`config.mk`:
```
export PLATFORM = sky130hd
export DESIGN_NAME = irf_top
export DESIGN_NICKNAME = d
export VERILOG_FILES = /design/src/rtl/irf_pkg.sv /design/src/rtl/irf_ext_line.sv /design/src/rtl/irf_top.sv
export SDC_FILE = /design/constraint.sdc
export NUM_CORES = 1
export LEC_CHECK = 0
export BUFFER_PORTS_ARGS = -buffer_cell sky130_fd_sc_hd__buf_4
export CAP_MARGIN = 20
export CORE_UTILIZATION = 55
export DETAILED_ROUTE_END_ITERATION = 10
export GPL_TIMING_DRIVEN = 1
export PLACE_DENSITY = 0.79
export SYNTH_ARGS = -nofsm -noshare
export SYNTH_HDL_FRONTEND = slang
export SYNTH_SLANG_ARGS = --single-unit
```
`constraint.sdc`:
```
create_clock -name I_MCLK -period 1.8 [get_ports I_MCLK]
set_input_delay 0.09 -clock I_MCLK [delete_from_list [all_inputs] [get_ports I_MCLK]]
set_output_delay 0.09 -clock I_MCLK [all_outputs]
set_load 0.05 [all_outputs]
```
`src/rtl/irf_pkg.sv`:
```
// Package for the interrupt request flag block.
// Assumes a 32-bit Avalon-MM slave with word addressing by byte offset.
package irf_pkg;
  localparam int ADDR_W = 6;
  localparam logic [5:0] OFS_EXT_FLAGS = 6'h00;
  localparam logic [5:0] OFS_DMA_SER = 6'h04;
  localparam logic [5:0] OFS_CONV_SER = 6'h08;
  localparam logic [5:0] OFS_EXT_SENSE = 6'h0C;
  localparam logic [5:0] OFS_PORT_SENSE = 6'h10;
  localparam logic [5:0] OFS_PORT_ENABLE = 6'h14;
  localparam logic [5:0] OFS_IRQ_STATUS = 6'h18;
  localparam logic [5:0] OFS_IRQ_MASK = 6'h1C;
  localparam logic [7:0] RST_FLAGS = 8'h00;
  localparam logic [11:0] RST_EXT_SENSE = 12'h000;
  localparam logic [15:0] RST_PORT = 16'h0000;
  localparam logic [31:0] UNMAPPED_READ = 32'h00000000;
  localparam int BIT_GRP_LOW = 7;
  localparam int BIT_GRP_HIGH = 6;
  localparam int CONV_USED = 5;
  localparam int ST_EXT = 0;
  localparam int ST_DMA = 1;
  localparam int ST_CONV = 2;
  localparam int ST_W = 3;
  typedef enum logic [1:0] {
    IRF_FALLING = 2'b00,
    IRF_RISING = 2'b01,
    IRF_LOW = 2'b10,
    IRF_RSVD = 2'b11
  } irf_sense_e;
endpackage

```
`src/rtl/irf_ext_line.sv`:
```
// One external request line: sense detection and the request flag.
// Assumes the pin input is already synchronised to the clock.
`timescale 1ns/1ps
`default_nettype none
module irf_ext_line (
  input wire logic i_clk,
  input wire logic i_rst_n,
  input wire logic i_pin,
  input wire logic [1:0] i_sense,
  input wire logic i_clr,
  output logic o_flag
);
  logic pin_d_ff;
  logic flag_ff;
  logic edge_evt;
  logic nxt_flag;

  always_ff @(posedge i_clk or negedge i_rst_n) begin
    if (!i_rst_n) begin
      pin_d_ff <= 1'b1;
    end else begin
      pin_d_ff <= i_pin;
    end
  end

  always_comb begin
    edge_evt = 1'b0;
    nxt_flag = flag_ff;
    unique case (irf_pkg::irf_sense_e'(i_sense))
      irf_pkg::IRF_FALLING: edge_evt = pin_d_ff & ~i_pin;
      irf_pkg::IRF_RISING: edge_evt = ~pin_d_ff & i_pin;
      irf_pkg::IRF_LOW: edge_evt = 1'b0;
      irf_pkg::IRF_RSVD: edge_evt = 1'b0;
    endcase
    if (irf_pkg::irf_sense_e'(i_sense) == irf_pkg::IRF_LOW) begin
      nxt_flag = ~i_pin;
    end else if (edge_evt) begin
      nxt_flag = 1'b1;
    end else if (i_clr) begin
      nxt_flag = 1'b0;
    end
  end

  always_ff @(posedge i_clk or negedge i_rst_n) begin
    if (!i_rst_n) begin
      flag_ff <= 1'b0;
    end else begin
      flag_ff <= nxt_flag;
    end
  end

  assign o_flag = flag_ff;
endmodule
`default_nettype wire

```
`src/rtl/irf_top.sv`:
```
// Interrupt request flag registers with an Avalon-MM slave and summary interrupt.
// Assumes one clock; pins are synchronised here, module requests share the clock.
//
// Added by the designer: the placing of the registers and the Avalon-MM slave port.
`timescale 1ns/1ps
`default_nettype none
// Notes on behaviour
// - External flag register, eight bits, resets zero.
// - Writing one leaves a line flag unchanged.
// - Bit 7 shows any enabled pin 0-7.
// - Bit 6 shows any enabled pin 8-15.
// - Bits 5-0 latch external edge requests; in low-level sense they follow the pin.
// - Clearing an edge flag withdraws the request.
// - Second request register, read-only, resets zero.
// - Bits 7-4: serial A transmit, break, receive, error.
// - Bits 3-0: DMA channel end requests.
// - Third request register, read-only, resets zero.
// - Bit 4: converter completion request.
// - Bits 3-0: serial B requests.
// - Bits 7-5 of third register read zero.
// - Line sense: fall, rise, low, reserved.
// - Port pin sense: low or high level.
// - Disabled port pins never reach summaries.
module irf_top #(
  parameter int N_EXT = 6,
  parameter int N_PORT = 16
) (
  input wire logic I_MCLK,
  input wire logic I_RST_N,
  input wire logic [5:0] I_AVS_ADDRESS,
  input wire logic I_AVS_READ,
  input wire logic I_AVS_WRITE,
  input wire logic [31:0] I_AVS_WRITEDATA,
  input wire logic [3:0] I_AVS_BYTEENABLE,
  output logic [31:0] O_AVS_READDATA,
  output logic O_AVS_WAITREQUEST,
  input wire logic [5:0] I_EXTERNAL_REQUEST_PIN,
  input wire logic [15:0] I_PORT_INTERRUPT_PIN,
  input wire logic [3:0] I_SERIAL_A_REQ,
  input wire logic [3:0] I_DMA_END_REQ,
  input wire logic I_CONVERTER_DONE_REQ,
  input wire logic [3:0] I_SERIAL_B_REQ,
  output logic O_IRQ
);
  if (N_EXT != 6 || N_PORT != 16) begin : g_bad_size
    $error("irf_top supports six lines and sixteen port pins only");
  end

  logic [5:0] ext_s1_ff, ext_s2_ff;
  logic [15:0] port_s1_ff, port_s2_ff;
  logic [11:0] ext_sense_ff;
  logic [15:0] port_sense_ff;
  logic [15:0] port_enable_ff;
  logic [2:0] status_ff;
  logic [2:0] mask_ff;
  logic [31:0] rdata_ff;
  logic ack_ff;
  logic [5:0] ext_flag;
  logic [5:0] ext_clr;
  logic [15:0] port_req;
  logic grp_low_ff, grp_high_ff;
  logic [7:0] dma_ser_ff;
  logic [7:0] conv_ser_ff;
  logic [7:0] ext_reg;
  logic [7:0] ext_reg_d_ff;
  logic [7:0] dma_d_ff;
  logic [7:0] conv_d_ff;
  logic [2:0] evt;
  logic req;
  logic wr_acc, rd_acc;
  logic [31:0] nxt_rdata;

  // Two-stage synchronisers on every asynchronous request input.
  always_ff @(posedge I_MCLK or negedge I_RST_N) begin
    if (!I_RST_N) begin
      ext_s1_ff <= 6'h3F;
      ext_s2_ff <= 6'h3F;
      port_s1_ff <= 16'h0000;
      port_s2_ff <= 16'h0000;
    end else begin
      ext_s1_ff <= I_EXTERNAL_REQUEST_PIN;
      ext_s2_ff <= ext_s1_ff;
      port_s1_ff <= I_PORT_INTERRUPT_PIN;
      port_s2_ff <= port_s1_ff;
    end
  end

  // Bus handshake: one wait cycle, the answer comes on the second edge.
  assign req = (I_AVS_READ | I_AVS_WRITE) & ~ack_ff;
  assign O_AVS_WAITREQUEST = (I_AVS_READ | I_AVS_WRITE) & ~ack_ff;
  assign wr_acc = I_AVS_WRITE & ack_ff;
  assign rd_acc = I_AVS_READ & req;

  always_ff @(posedge I_MCLK or negedge I_RST_N) begin
    if (!I_RST_N) begin
      ack_ff <= 1'b0;
    end else begin
      ack_ff <= req;
    end
  end

  // Flag clear: zero written where the byte is enabled, ones leave bits alone.
  assign ext_clr = (wr_acc && I_AVS_ADDRESS == irf_pkg::OFS_EXT_FLAGS
                    && I_AVS_BYTEENABLE[0]) ? ~I_AVS_WRITEDATA[5:0] : 6'h00;

  genvar g;
  generate
    for (g = 0; g < N_EXT; g++) begin : g_ext
      irf_ext_line u_line (
        .i_clk(I_MCLK),
        .i_rst_n(I_RST_N),
        .i_pin(ext_s2_ff[g]),
        .i_sense(ext_sense_ff[2*g +: 2]),
        .i_clr(ext_clr[g]),
        .o_flag(ext_flag[g])
      );
    end
  endgenerate

  // Port pins: per-pin level polarity, then enable gating.
  assign port_req = ~(port_s2_ff ^ port_sense_ff) & port_enable_ff;

  always_ff @(posedge I_MCLK or negedge I_RST_N) begin
    if (!I_RST_N) begin
      grp_low_ff <= 1'b0;
      grp_high_ff <= 1'b0;
    end else begin
      grp_low_ff <= |port_req[7:0];
      grp_high_ff <= |port_req[15:8];
    end
  end

  assign ext_reg = {grp_low_ff, grp_high_ff, ext_flag};

  // Module request flags mirror their same-clock sources one edge later.
  always_ff @(posedge I_MCLK or negedge I_RST_N) begin
    if (!I_RST_N) begin
      dma_ser_ff <= irf_pkg::RST_FLAGS;
      conv_ser_ff <= irf_pkg::RST_FLAGS;
    end else begin
      dma_ser_ff <= {I_SERIAL_A_REQ, I_DMA_END_REQ};
      conv_ser_ff <= {3'b000, I_CONVERTER_DONE_REQ, I_SERIAL_B_REQ};
    end
  end

  // Control registers.
  always_ff @(posedge I_MCLK or negedge I_RST_N) begin
    if (!I_RST_N) begin
      ext_sense_ff <= irf_pkg::RST_EXT_SENSE;
      port_sense_ff <= irf_pkg::RST_PORT;
      port_enable_ff <= irf_pkg::RST_PORT;
      mask_ff <= 3'b000;
    end else if (wr_acc) begin
      unique case (I_AVS_ADDRESS)
        irf_pkg::OFS_EXT_SENSE: begin
          if (I_AVS_BYTEENABLE[0]) ext_sense_ff[7:0] <= I_AVS_WRITEDATA[7:0];
          if (I_AVS_BYTEENABLE[1]) ext_sense_ff[11:8] <= I_AVS_WRITEDATA[11:8];
        end
        irf_pkg::OFS_PORT_SENSE: begin
          if (I_AVS_BYTEENABLE[0]) port_sense_ff[7:0] <= I_AVS_WRITEDATA[7:0];
          if (I_AVS_BYTEENABLE[1]) port_sense_ff[15:8] <= I_AVS_WRITEDATA[15:8];
        end
        irf_pkg::OFS_PORT_ENABLE: begin
          if (I_AVS_BYTEENABLE[0]) port_enable_ff[7:0] <= I_AVS_WRITEDATA[7:0];
          if (I_AVS_BYTEENABLE[1]) port_enable_ff[15:8] <= I_AVS_WRITEDATA[15:8];
        end
        irf_pkg::OFS_IRQ_MASK: begin
          if (I_AVS_BYTEENABLE[0]) mask_ff <= I_AVS_WRITEDATA[2:0];
        end
        default: begin
        end
      endcase
    end
  end

  // Sticky status: a rising edge on any bit of a register sets its status bit; set wins over clear.
  always_ff @(posedge I_MCLK or negedge I_RST_N) begin
    if (!I_RST_N) begin
      ext_reg_d_ff <= irf_pkg::RST_FLAGS;
      dma_d_ff <= irf_pkg::RST_FLAGS;
      conv_d_ff <= irf_pkg::RST_FLAGS;
    end else begin
      ext_reg_d_ff <= ext_reg;
      dma_d_ff <= dma_ser_ff;
      conv_d_ff <= conv_ser_ff;
    end
  end

  assign evt[irf_pkg::ST_EXT] = |(ext_reg & ~ext_reg_d_ff);
  assign evt[irf_pkg::ST_DMA] = |(dma_ser_ff & ~dma_d_ff);
  assign evt[irf_pkg::ST_CONV] = |(conv_ser_ff & ~conv_d_ff);

  always_ff @(posedge I_MCLK or negedge I_RST_N) begin
    if (!I_RST_N) begin
      status_ff <= 3'b000;
    end else if (wr_acc && I_AVS_ADDRESS == irf_pkg::OFS_IRQ_STATUS && I_AVS_BYTEENABLE[0]) begin
      status_ff <= (status_ff & ~I_AVS_WRITEDATA[2:0]) | evt;
    end else begin
      status_ff <= status_ff | evt;
    end
  end

  assign O_IRQ = |(status_ff & mask_ff);

  // Read data, captured in the wait cycle; writes to read-only flags are dropped.
  always_comb begin
    nxt_rdata = irf_pkg::UNMAPPED_READ;
    unique case (I_AVS_ADDRESS)
      irf_pkg::OFS_EXT_FLAGS: nxt_rdata = {24'h000000, ext_reg};
      irf_pkg::OFS_DMA_SER: nxt_rdata = {24'h000000, dma_ser_ff};
      irf_pkg::OFS_CONV_SER: nxt_rdata = {24'h000000, conv_ser_ff};
      irf_pkg::OFS_EXT_SENSE: nxt_rdata = {20'h00000, ext_sense_ff};
      irf_pkg::OFS_PORT_SENSE: nxt_rdata = {16'h0000, port_sense_ff};
      irf_pkg::OFS_PORT_ENABLE: nxt_rdata = {16'h0000, port_enable_ff};
      irf_pkg::OFS_IRQ_STATUS: nxt_rdata = {29'h00000000, status_ff};
      irf_pkg::OFS_IRQ_MASK: nxt_rdata = {29'h00000000, mask_ff};
      default: nxt_rdata = irf_pkg::UNMAPPED_READ;
    endcase
  end

  always_ff @(posedge I_MCLK or negedge I_RST_N) begin
    if (!I_RST_N) begin
      rdata_ff <= irf_pkg::UNMAPPED_READ;
    end else if (rd_acc) begin
      rdata_ff <= nxt_rdata;
    end
  end

  assign O_AVS_READDATA = rdata_ff;

  property p_grp_low;
    @(posedge I_MCLK) disable iff (!I_RST_N)
      1'b1 |=> grp_low_ff == ($past(port_req[7:0]) != 8'h00);
  endproperty
  a_grp_low: assert property (p_grp_low) else $error("low group summary wrong");

  property p_grp_high;
    @(posedge I_MCLK) disable iff (!I_RST_N)
      1'b1 |=> grp_high_ff == ($past(port_req[15:8]) != 8'h00);
  endproperty
  a_grp_high: assert property (p_grp_high) else $error("high group summary wrong");

  property p_grp_low_disabled;
    @(posedge I_MCLK) disable iff (!I_RST_N)
      (port_enable_ff[7:0] == 8'h00) [*2] |-> !grp_low_ff;
  endproperty
  a_grp_low_disabled: assert property (p_grp_low_disabled) else $error("disabled low pins seen");

  property p_pin_sense;
    @(posedge I_MCLK) disable iff (!I_RST_N)
      port_enable_ff[0] && port_sense_ff[0] && port_s2_ff[0] |=> grp_low_ff;
  endproperty
  a_pin_sense: assert property (p_pin_sense) else $error("high level not sensed");

  property p_grp_high_disabled;
    @(posedge I_MCLK) disable iff (!I_RST_N)
      (port_enable_ff[15:8] == 8'h00) [*2] |-> !grp_high_ff;
  endproperty
  a_grp_high_disabled: assert property (p_grp_high_disabled) else $error("disabled pins seen");

  property p_conv_rsvd;
    @(posedge I_MCLK) disable iff (!I_RST_N) conv_ser_ff[7:5] == 3'b000;
  endproperty
  a_conv_rsvd: assert property (p_conv_rsvd) else $error("reserved bits set");

  property p_dma_follow;
    @(posedge I_MCLK) disable iff (!I_RST_N)
      1'b1 |=> dma_ser_ff[3:0] == $past(I_DMA_END_REQ);
  endproperty
  a_dma_follow: assert property (p_dma_follow) else $error("DMA flags lag");

  property p_conv_follow;
    @(posedge I_MCLK) disable iff (!I_RST_N)
      1'b1 |=> conv_ser_ff[4] == $past(I_CONVERTER_DONE_REQ);
  endproperty
  a_conv_follow: assert property (p_conv_follow) else $error("converter flag lag");

  property p_ser_a;
    @(posedge I_MCLK) disable iff (!I_RST_N)
      1'b1 |=> dma_ser_ff[7:4] == $past(I_SERIAL_A_REQ);
  endproperty
  a_ser_a: assert property (p_ser_a) else $error("serial A flags lag");

  property p_ser_b;
    @(posedge I_MCLK) disable iff (!I_RST_N)
      1'b1 |=> conv_ser_ff[3:0] == $past(I_SERIAL_B_REQ);
  endproperty
  a_ser_b: assert property (p_ser_b) else $error("serial B flags lag");

  property p_ro_write;
    @(posedge I_MCLK) disable iff (!I_RST_N)
      wr_acc && I_AVS_ADDRESS == irf_pkg::OFS_DMA_SER |=> dma_ser_ff[3:0] == $past(I_DMA_END_REQ);
  endproperty
  a_ro_write: assert property (p_ro_write) else $error("read-only flags written");

  property p_write_one_keeps;
    @(posedge I_MCLK) disable iff (!I_RST_N)
      (wr_acc && I_AVS_ADDRESS == irf_pkg::OFS_EXT_FLAGS && I_AVS_WRITEDATA[0]
       && ext_flag[0] && ext_sense_ff[1:0] != irf_pkg::IRF_LOW) |=> ext_flag[0];
  endproperty
  a_write_one_keeps: assert property (p_write_one_keeps) else $error("flag lost on 1");

  property p_clear_edge;
    @(posedge I_MCLK) disable iff (!I_RST_N)
      ext_clr[0] && !ext_sense_ff[1] && $stable(ext_s2_ff[0]) |=> !ext_flag[0];
  endproperty
  a_clear_edge: assert property (p_clear_edge) else $error("edge flag not cleared");

  property p_fall_set;
    @(posedge I_MCLK) disable iff (!I_RST_N)
      ext_sense_ff[1:0] == irf_pkg::IRF_FALLING && $fell(ext_s2_ff[0]) |=> ext_flag[0];
  endproperty
  a_fall_set: assert property (p_fall_set) else $error("falling edge missed");

  property p_rise_set;
    @(posedge I_MCLK) disable iff (!I_RST_N)
      ext_sense_ff[1:0] == irf_pkg::IRF_RISING && $rose(ext_s2_ff[0]) |=> ext_flag[0];
  endproperty
  a_rise_set: assert property (p_rise_set) else $error("rising edge missed");

  property p_level_follow;
    @(posedge I_MCLK) disable iff (!I_RST_N)
      ext_sense_ff[1:0] == irf_pkg::IRF_LOW |=> ext_flag[0] == !$past(ext_s2_ff[0]);
  endproperty
  a_level_follow: assert property (p_level_follow) else $error("level flag not following");

  property p_rsvd_hold;
    @(posedge I_MCLK) disable iff (!I_RST_N)
      ext_sense_ff[1:0] == irf_pkg::IRF_RSVD && !ext_clr[0] |=> $stable(ext_flag[0]);
  endproperty
  a_rsvd_hold: assert property (p_rsvd_hold) else $error("reserved code changed flag");

  property p_irq_out;
    @(posedge I_MCLK) disable iff (!I_RST_N)
      $rose(status_ff[0]) && mask_ff[0] |-> O_IRQ;
  endproperty
  a_irq_out: assert property (p_irq_out) else $error("interrupt not raised");

  property p_wait_one;
    @(posedge I_MCLK) disable iff (!I_RST_N)
      (I_AVS_READ && O_AVS_WAITREQUEST) |=> !O_AVS_WAITREQUEST;
  endproperty
  a_wait_one: assert property (p_wait_one) else $error("wait too long");
endmodule
`default_nettype wire

```
# Yosys cells after proc, flatten, opt, wreduce, memory -nomap -nowiden
# Cells that the tools add are included.
# W data, S select, Z words.
# op_classes
eq_ne,25
n_mux,27
n_bitwise,44
reduce_logical,36
# op_table
cell,n
$pmux W16 S8,1
$reduce_or A8 Y1,5
$eq A2 B2 Y1 const B,12
$eq A6 B5 Y1 const B,4
$reduce_and A3 Y1,7
$mux W1,18
$pmux W1 S3,6
$reduce_bool A3 Y1,6
$and A16 B16 Y16,1
$and A8 B8 Y8,2
$not A16 Y16,1
$not A8 Y8,2
$xor A16 B16 Y16,1
$and A1 B1 Y1,15
$not A1 Y1,13
$eq A2 B1 Y1 const B,6
$eq A6 B4 Y1 const B,2
$logic_not A2 Y1,6
$reduce_or A2 Y1,6
$and A5 B8 Y8,1
$not A5 Y8,1
$and A3 B3 Y3,2
$eq A6 B3 Y1 const B,1
$logic_not A6 Y1,1
other kinds (8),12
# word_totals
reg_bits,175
output_inout_bits,34
word_cells,165

# Depth between registers and ports, before layout
# depth
ltp_word,7
mapped_depth,7
ltp_nobuf,4

# Hierarchy
# A second synthesis with hierarchy kept.
# unflattened
hier_cells,439
area_unflattened_um2,6148.4
# modules_own_cells
mod,n_inst,cells_each,area_per_inst_um2
irf_top,1,385,5630.4
irf_ext_line,6,9,86.3

# Least setup slack after synthesis
# No wires, ideal clock.
# synth_timing
kind,input -> register
startpoint,input I_AVS_ADDRESS[5]
endpoint,register ext_sense_ff[10]
setup_time_ns,0.125
arrival_time_ns,1.659
slack_ns,0.016
stages,5
path_buffers,1
path_cell_list,or4_1 > clkbuf_1 > or2_2 > nor2_1 > mux2_2
# synth_via
elab_chain_len,2
# synth_rtl
element,line_no,text
start: declaration,irf_top.sv:30,"input wire logic [5:0] I_AVS_ADDRESS,"
$eq A6 B4 Y1,irf_top.sv:154,unique case (I_AVS_ADDRESS)
$reduce_and A3 Y1 (no line),-,
end signal: assignment,irf_top.sv:149,ext_sense_ff <= irf_pkg::RST_EXT_SENSE;
end signal: assignment,irf_top.sv:157,if (I_AVS_BYTEENABLE[1]) ext_sense_ff[11:8] <= I_AVS_WRITEDATA[11:8];
end: declaration,irf_top.sv:51,logic [11:0] ext_sense_ff;
# Every way passes these cells.
# A chain may end at the register's enable or synchronous reset.

# Worst setup path in the final report
# layout_timing
startpoint,register ack_ff
endpoint,register g_ext[1].u_line.flag_ff
# layout_via
elab_chain_len,5
# layout_rtl
element,line_no,text
start: declaration,irf_top.sv:57,logic ack_ff;
start signal: assignment,irf_top.sv:98,ack_ff <= req;
$and A1 B1 Y1,irf_top.sv:91,assign wr_acc = I_AVS_WRITE & ack_ff;
$logic_and A1 B1 Y1,irf_top.sv:103,assign ext_clr = (wr_acc && I_AVS_ADDRESS == irf_pkg::OFS_EXT_FLAGS
$logic_and A1 B1 Y1,irf_top.sv:104,&& I_AVS_BYTEENABLE[0]) ? ~I_AVS_WRITEDATA[5:0] : 6'h00;
$mux W6,irf_top.sv:104,
$reduce_bool A3 Y1 (no line),-,
end signal: assignment,irf_ext_line.sv:48,flag_ff <= nxt_flag;
end: declaration,irf_ext_line.sv:14,logic flag_ff;
# Every way passes these cells.

==> impl_results.md <==
- Worst IR drop on VDD: 1000 uV
- Buffer and inverter count on the worst path: 1
- Final Max Tran Viols: 0
- Worst reg2reg endpoint: g_ext[1].u_line.o_flag
- Power density over the cells: 1010 nW/um^2
- Fraction of final layout cells sized beyond drive strength 1: 0.341
- Buffers added on ports: 80
- Overall power consumption: 8420 uW
- Pre-Repair DR Iteration Count: 4
- Share of synthesized registers carrying an async set or reset: 1.00
- Antenna violations before repair: 0
- DRC violation total after the first TritonRoute iteration: 242
- Die Span Y: 109 um
- Routed wire length per instance: 18.5 um
- IO Pins: 115
- Required time reported for the critical path endpoint: 2.10 ns
- H-tree Lvls: 4
- Most frequently used flop master after synthesis: dfrtp_1
- Transition at the pin with the smallest max-transition slack: 0.558 ns
- Worst hold slack: 0.161 ns
- FF-to-FF Start: ack_ff
- Setup Skew: 0.00711 ns
- Max-Slew Margin vs Limit: 0.625
- Synthesis-stage register bit count: 159
- Distinct cell type count after synthesis: 48
- Setup slack on the worst flop-to-flop path: 0.09 ns
- Final wirelength: 14.2 mm
- Worst reg-to-reg path cell count: 5
- Synthesized instance count: 456
- GPL Wtd Cong: 0.853
- Final critical-path share of the clock period: 0.948
- Number of nets in the layout: 696
- Initial core utilization: 0.573
- Filler cells: 647
- Post-CTS Repair Setup Buffers: 0
- Critical-path cell list: nand3_1 -> buf_4 -> or4_1 -> a31oi_1 -> o21ai_0
- Category of cells accounting for the largest share of critical-path delay: simple AND/OR/NAND/NOR gates
- Final-report hold violation count: 0
- Clock slew seen by the registers of the worst setup and hold paths: 0.06 ns
- Unrepaired setup endpoints after global routing: no
- Die Area: 11900 um^2
- Type of the worst setup path: reg -> reg
- Via count of the first global-routing pass: 4405
- Post-Synthesis Cell Area: 6320 um^2
- Core box area: 11000 um^2
- Lkg Pwr: 0.00392 uW
- Pin count of the biggest net entering global routing: 54
- Type of the most critical hold path: in -> async
- Max-capacitance violation count: 0
- GR Overflow Total: 0
- Clk root buf: clkbuf_16
- Total track usage: 0.264
- Antenna-violating nets left: 0
- Number of vias per cell after detailed routing: 5.46
- EDFF count, synth: 0
- Die X: 109 um
- Final Instance Area: 8330 um^2
- Antenna diodes: 0
- # DRC: 0
- Seq/Total Area, Yosys: 0.633
- Peak fanout along the critical path: 8
- Later-pin clock latency in the skew report: 0.43 ns
- Synthesized area divided by synthesized cell count: 13.9 um^2
- Synthesis Warnings: 0
- Number of buffers added by the clock tree synthesis step: 17
- CTS tree: built
- WP data arrival: 2.01 ns
- Crit-path slowest cell: or4_1
- Time the final worst path needs with I/O delays and setup: 1.71 ns
- Instance area after placement: 7170 um^2
- Floorplan row count: 38
- Max incr delay on CP: 0.55 ns
- Placed wire-length estimate: 9.33 mm
- Final Setup Violations: 0
- Maximum buffer depth of the clock tree: 2
- Via count: 4194
- Critical Path Source Type: flop
- CTS Sinks: 159
- Critical path capture point type: flop
- Maximum achievable frequency: 586 MHz
- Status: finished clean
- Wire length of the first global-routing pass: 22.5 mm
- Total negative setup slack: 0 ns
- Layout overhead on the synthesized area: 31.7%
## layer usage
metal / GRT usage / share of wire / vias up / routed length [um]
li1: - / - / 1910 / -
met1: 0.341 / 0.44 / 2116 / 6170
met5: 0 / 0 / - / 0
met3: 0.0699 / 0.047 / 31 / 672
met4: 0.116 / 0.026 / 0 / 369
met2: 0.421 / 0.49 / 137 / 6970
## cell usage after synthesis (2+ instances only)
cell type / count / area, um^2
a2bb2oi_1: 4 / 35.0
inv_1: 31 / 116
buf_6: 4 / 45.0
nand3_1: 11 / 55.1
dfrtp_1: 141 / 3530
a21oi_1: 5 / 25.0
o31ai_1: 4 / 30.0
buf_1: 4 / 15.0
clkbuf_1: 6 / 22.5
nand4_1: 7 / 43.8
or3_1: 2 / 12.5
a22oi_1: 9 / 67.6
nand2_1: 23 / 86.3
o21ai_0: 10 / 50.1
dfstp_2: 18 / 473
a221o_1: 2 / 20.0
or3_4: 2 / 22.5
and4bb_2: 2 / 25.0
o221ai_1: 7 / 61.3
or2_2: 3 / 18.8
a211o_1: 6 / 52.6
mux2_4: 16 / 240
nand2b_1: 6 / 37.5
mux4_2: 3 / 67.6
a22o_1: 2 / 17.5
mux2i_1: 17 / 170
nor3_1: 6 / 30.0
nor2b_1: 2 / 12.5
o22ai_1: 6 / 37.5
xnor2_1: 16 / 140
mux4_1: 2 / 52.6
a32oi_1: 2 / 17.5
nor3_4: 2 / 32.5
a2111o_1: 2 / 22.5
mux2_2: 32 / 360
or4_1: 3 / 22.5
nor2_1: 8 / 30.0
a211oi_1: 2 / 15.0
a31oi_1: 4 / 25.0
buf_4: 16 / 120
## where the power goes
group | internal [uW] | total, uW | switching (uW)
clock | 2220 | 3650 | 1430
combinational | 394 | 833 | 439
sequential | 3790 | 3930 | 139
total | 6410 | 8420 | 2010
## how the worst max path moves through the flow
stage | from | to | slack, ns | cells after the start
floorplan | I_AVS_ADDRESS[5] | ext_sense_ff[10] | 0.02 | 5
global placement | I_AVS_ADDRESS[5] | port_enable_ff[3] | -0.07 | 6
detailed placement | I_AVS_ADDRESS[5] | O_AVS_READDATA[8] | -0.11 | 6
CTS | I_AVS_READ | O_AVS_WAITREQUEST | 0.02 | 6
global route | ack_ff | g_ext[1].u_line.o_flag | 0.06 | 5
finish | ack_ff | g_ext[1].u_line.o_flag | 0.09 | 5
## worst register-to-register path, stage by stage, from the launching register on
cell	delay, ns
dfrtp_1	0.40
nand3_1	0.13
buf_4	0.20
or4_1	0.55
a31oi_1	0.18
o21ai_0	0.12
## cell usage in the layout (no fill, tap or decap), types with 7 or more instances in the layout
cell type,count
nand3_1,11
nand2_1,23
dfstp_2,18
o21ai_0,10
buf_4,96
dfrtp_1,141
conb_1,16
a22oi_1,9
clkbuf_16,17
mux2_4,16
inv_1,31
mux2_2,32
mux2i_1,17
xnor2_1,16
nand4_1,7
dlygate4sd3_1,53
o221ai_1,7
nor2_1,7
## stage by stage
step,cells,util,setup slack (ns)
6_report,768,0.755,0.0933
3_3_place_gp,682,0.650,-0.0689
5_1_grt,768,0.755,0.0552
3_5_place_dp,682,0.650,-0.113
4_1_cts,768,0.754,0.0156
2_1_floorplan,471,-,0.0161
## kinds of logic (layout without fill, tap and decap cells)
logic type | after synthesis | in the layout | share of synthesized area
other | 1 | 16 | 0.000593
buffers and inverters | 62 | 219 | 0.0512
muxes | 70 | 70 | 0.141
xor gates and xnor gates | 16 | 16 | 0.0222
DFF | 159 | 159 | 0.633
AOI/OAI and AO/OA | 67 | 67 | 0.0781
and+or+nand+nor | 81 | 81 | 0.0744
## registers in the layout, summed over array words and instances, names as in the netlist
| signal | flops |
|---|---|
| port_enable_ff | 16 |
| port_s1_ff | 16 |
| ext_reg_d_ff | 8 |
| g_ext.u_line.pin_d_ff | 6 |
| conv_d_ff | 5 |
| conv_ser_ff | 5 |
| port_s2_ff | 16 |
| g_ext.u_line.o_flag | 6 |
| O_AVS_READDATA | 16 |
| dma_d_ff | 8 |
| ack_ff | 1 |
| port_sense_ff | 16 |
| ext_s2_ff | 6 |
| ext_s1_ff | 6 |
| ext_sense_ff | 12 |
| grp_high_ff | 1 |
| dma_ser_ff | 8 |
| grp_low_ff | 1 |
| mask_ff | 3 |
| status_ff | 3 |
## timing repair
item                                    4_1_cts  5_1_grt
gates resized for setup                       0        4
hold endpoints to repair                    134        0
hold buffers                                 54        0
endpoints found under the setup margin        0        1
## area by class of cell
type | count | area [um^2] | area share
Tap cell | 140 | 175 | 0.0210
Clock buffer | 20 | 447 | 0.0536
Clock inverter | 12 | 158 | 0.0189
Multi-Input combinational cell | 250 | 2060 | 0.248
Sequential cell | 159 | 4000 | 0.481
Inverter | 31 | 116 | 0.0140
Timing Repair Buffer | 156 | 1370 | 0.164
Note: power is estimated with default switching activity, not from simulation.
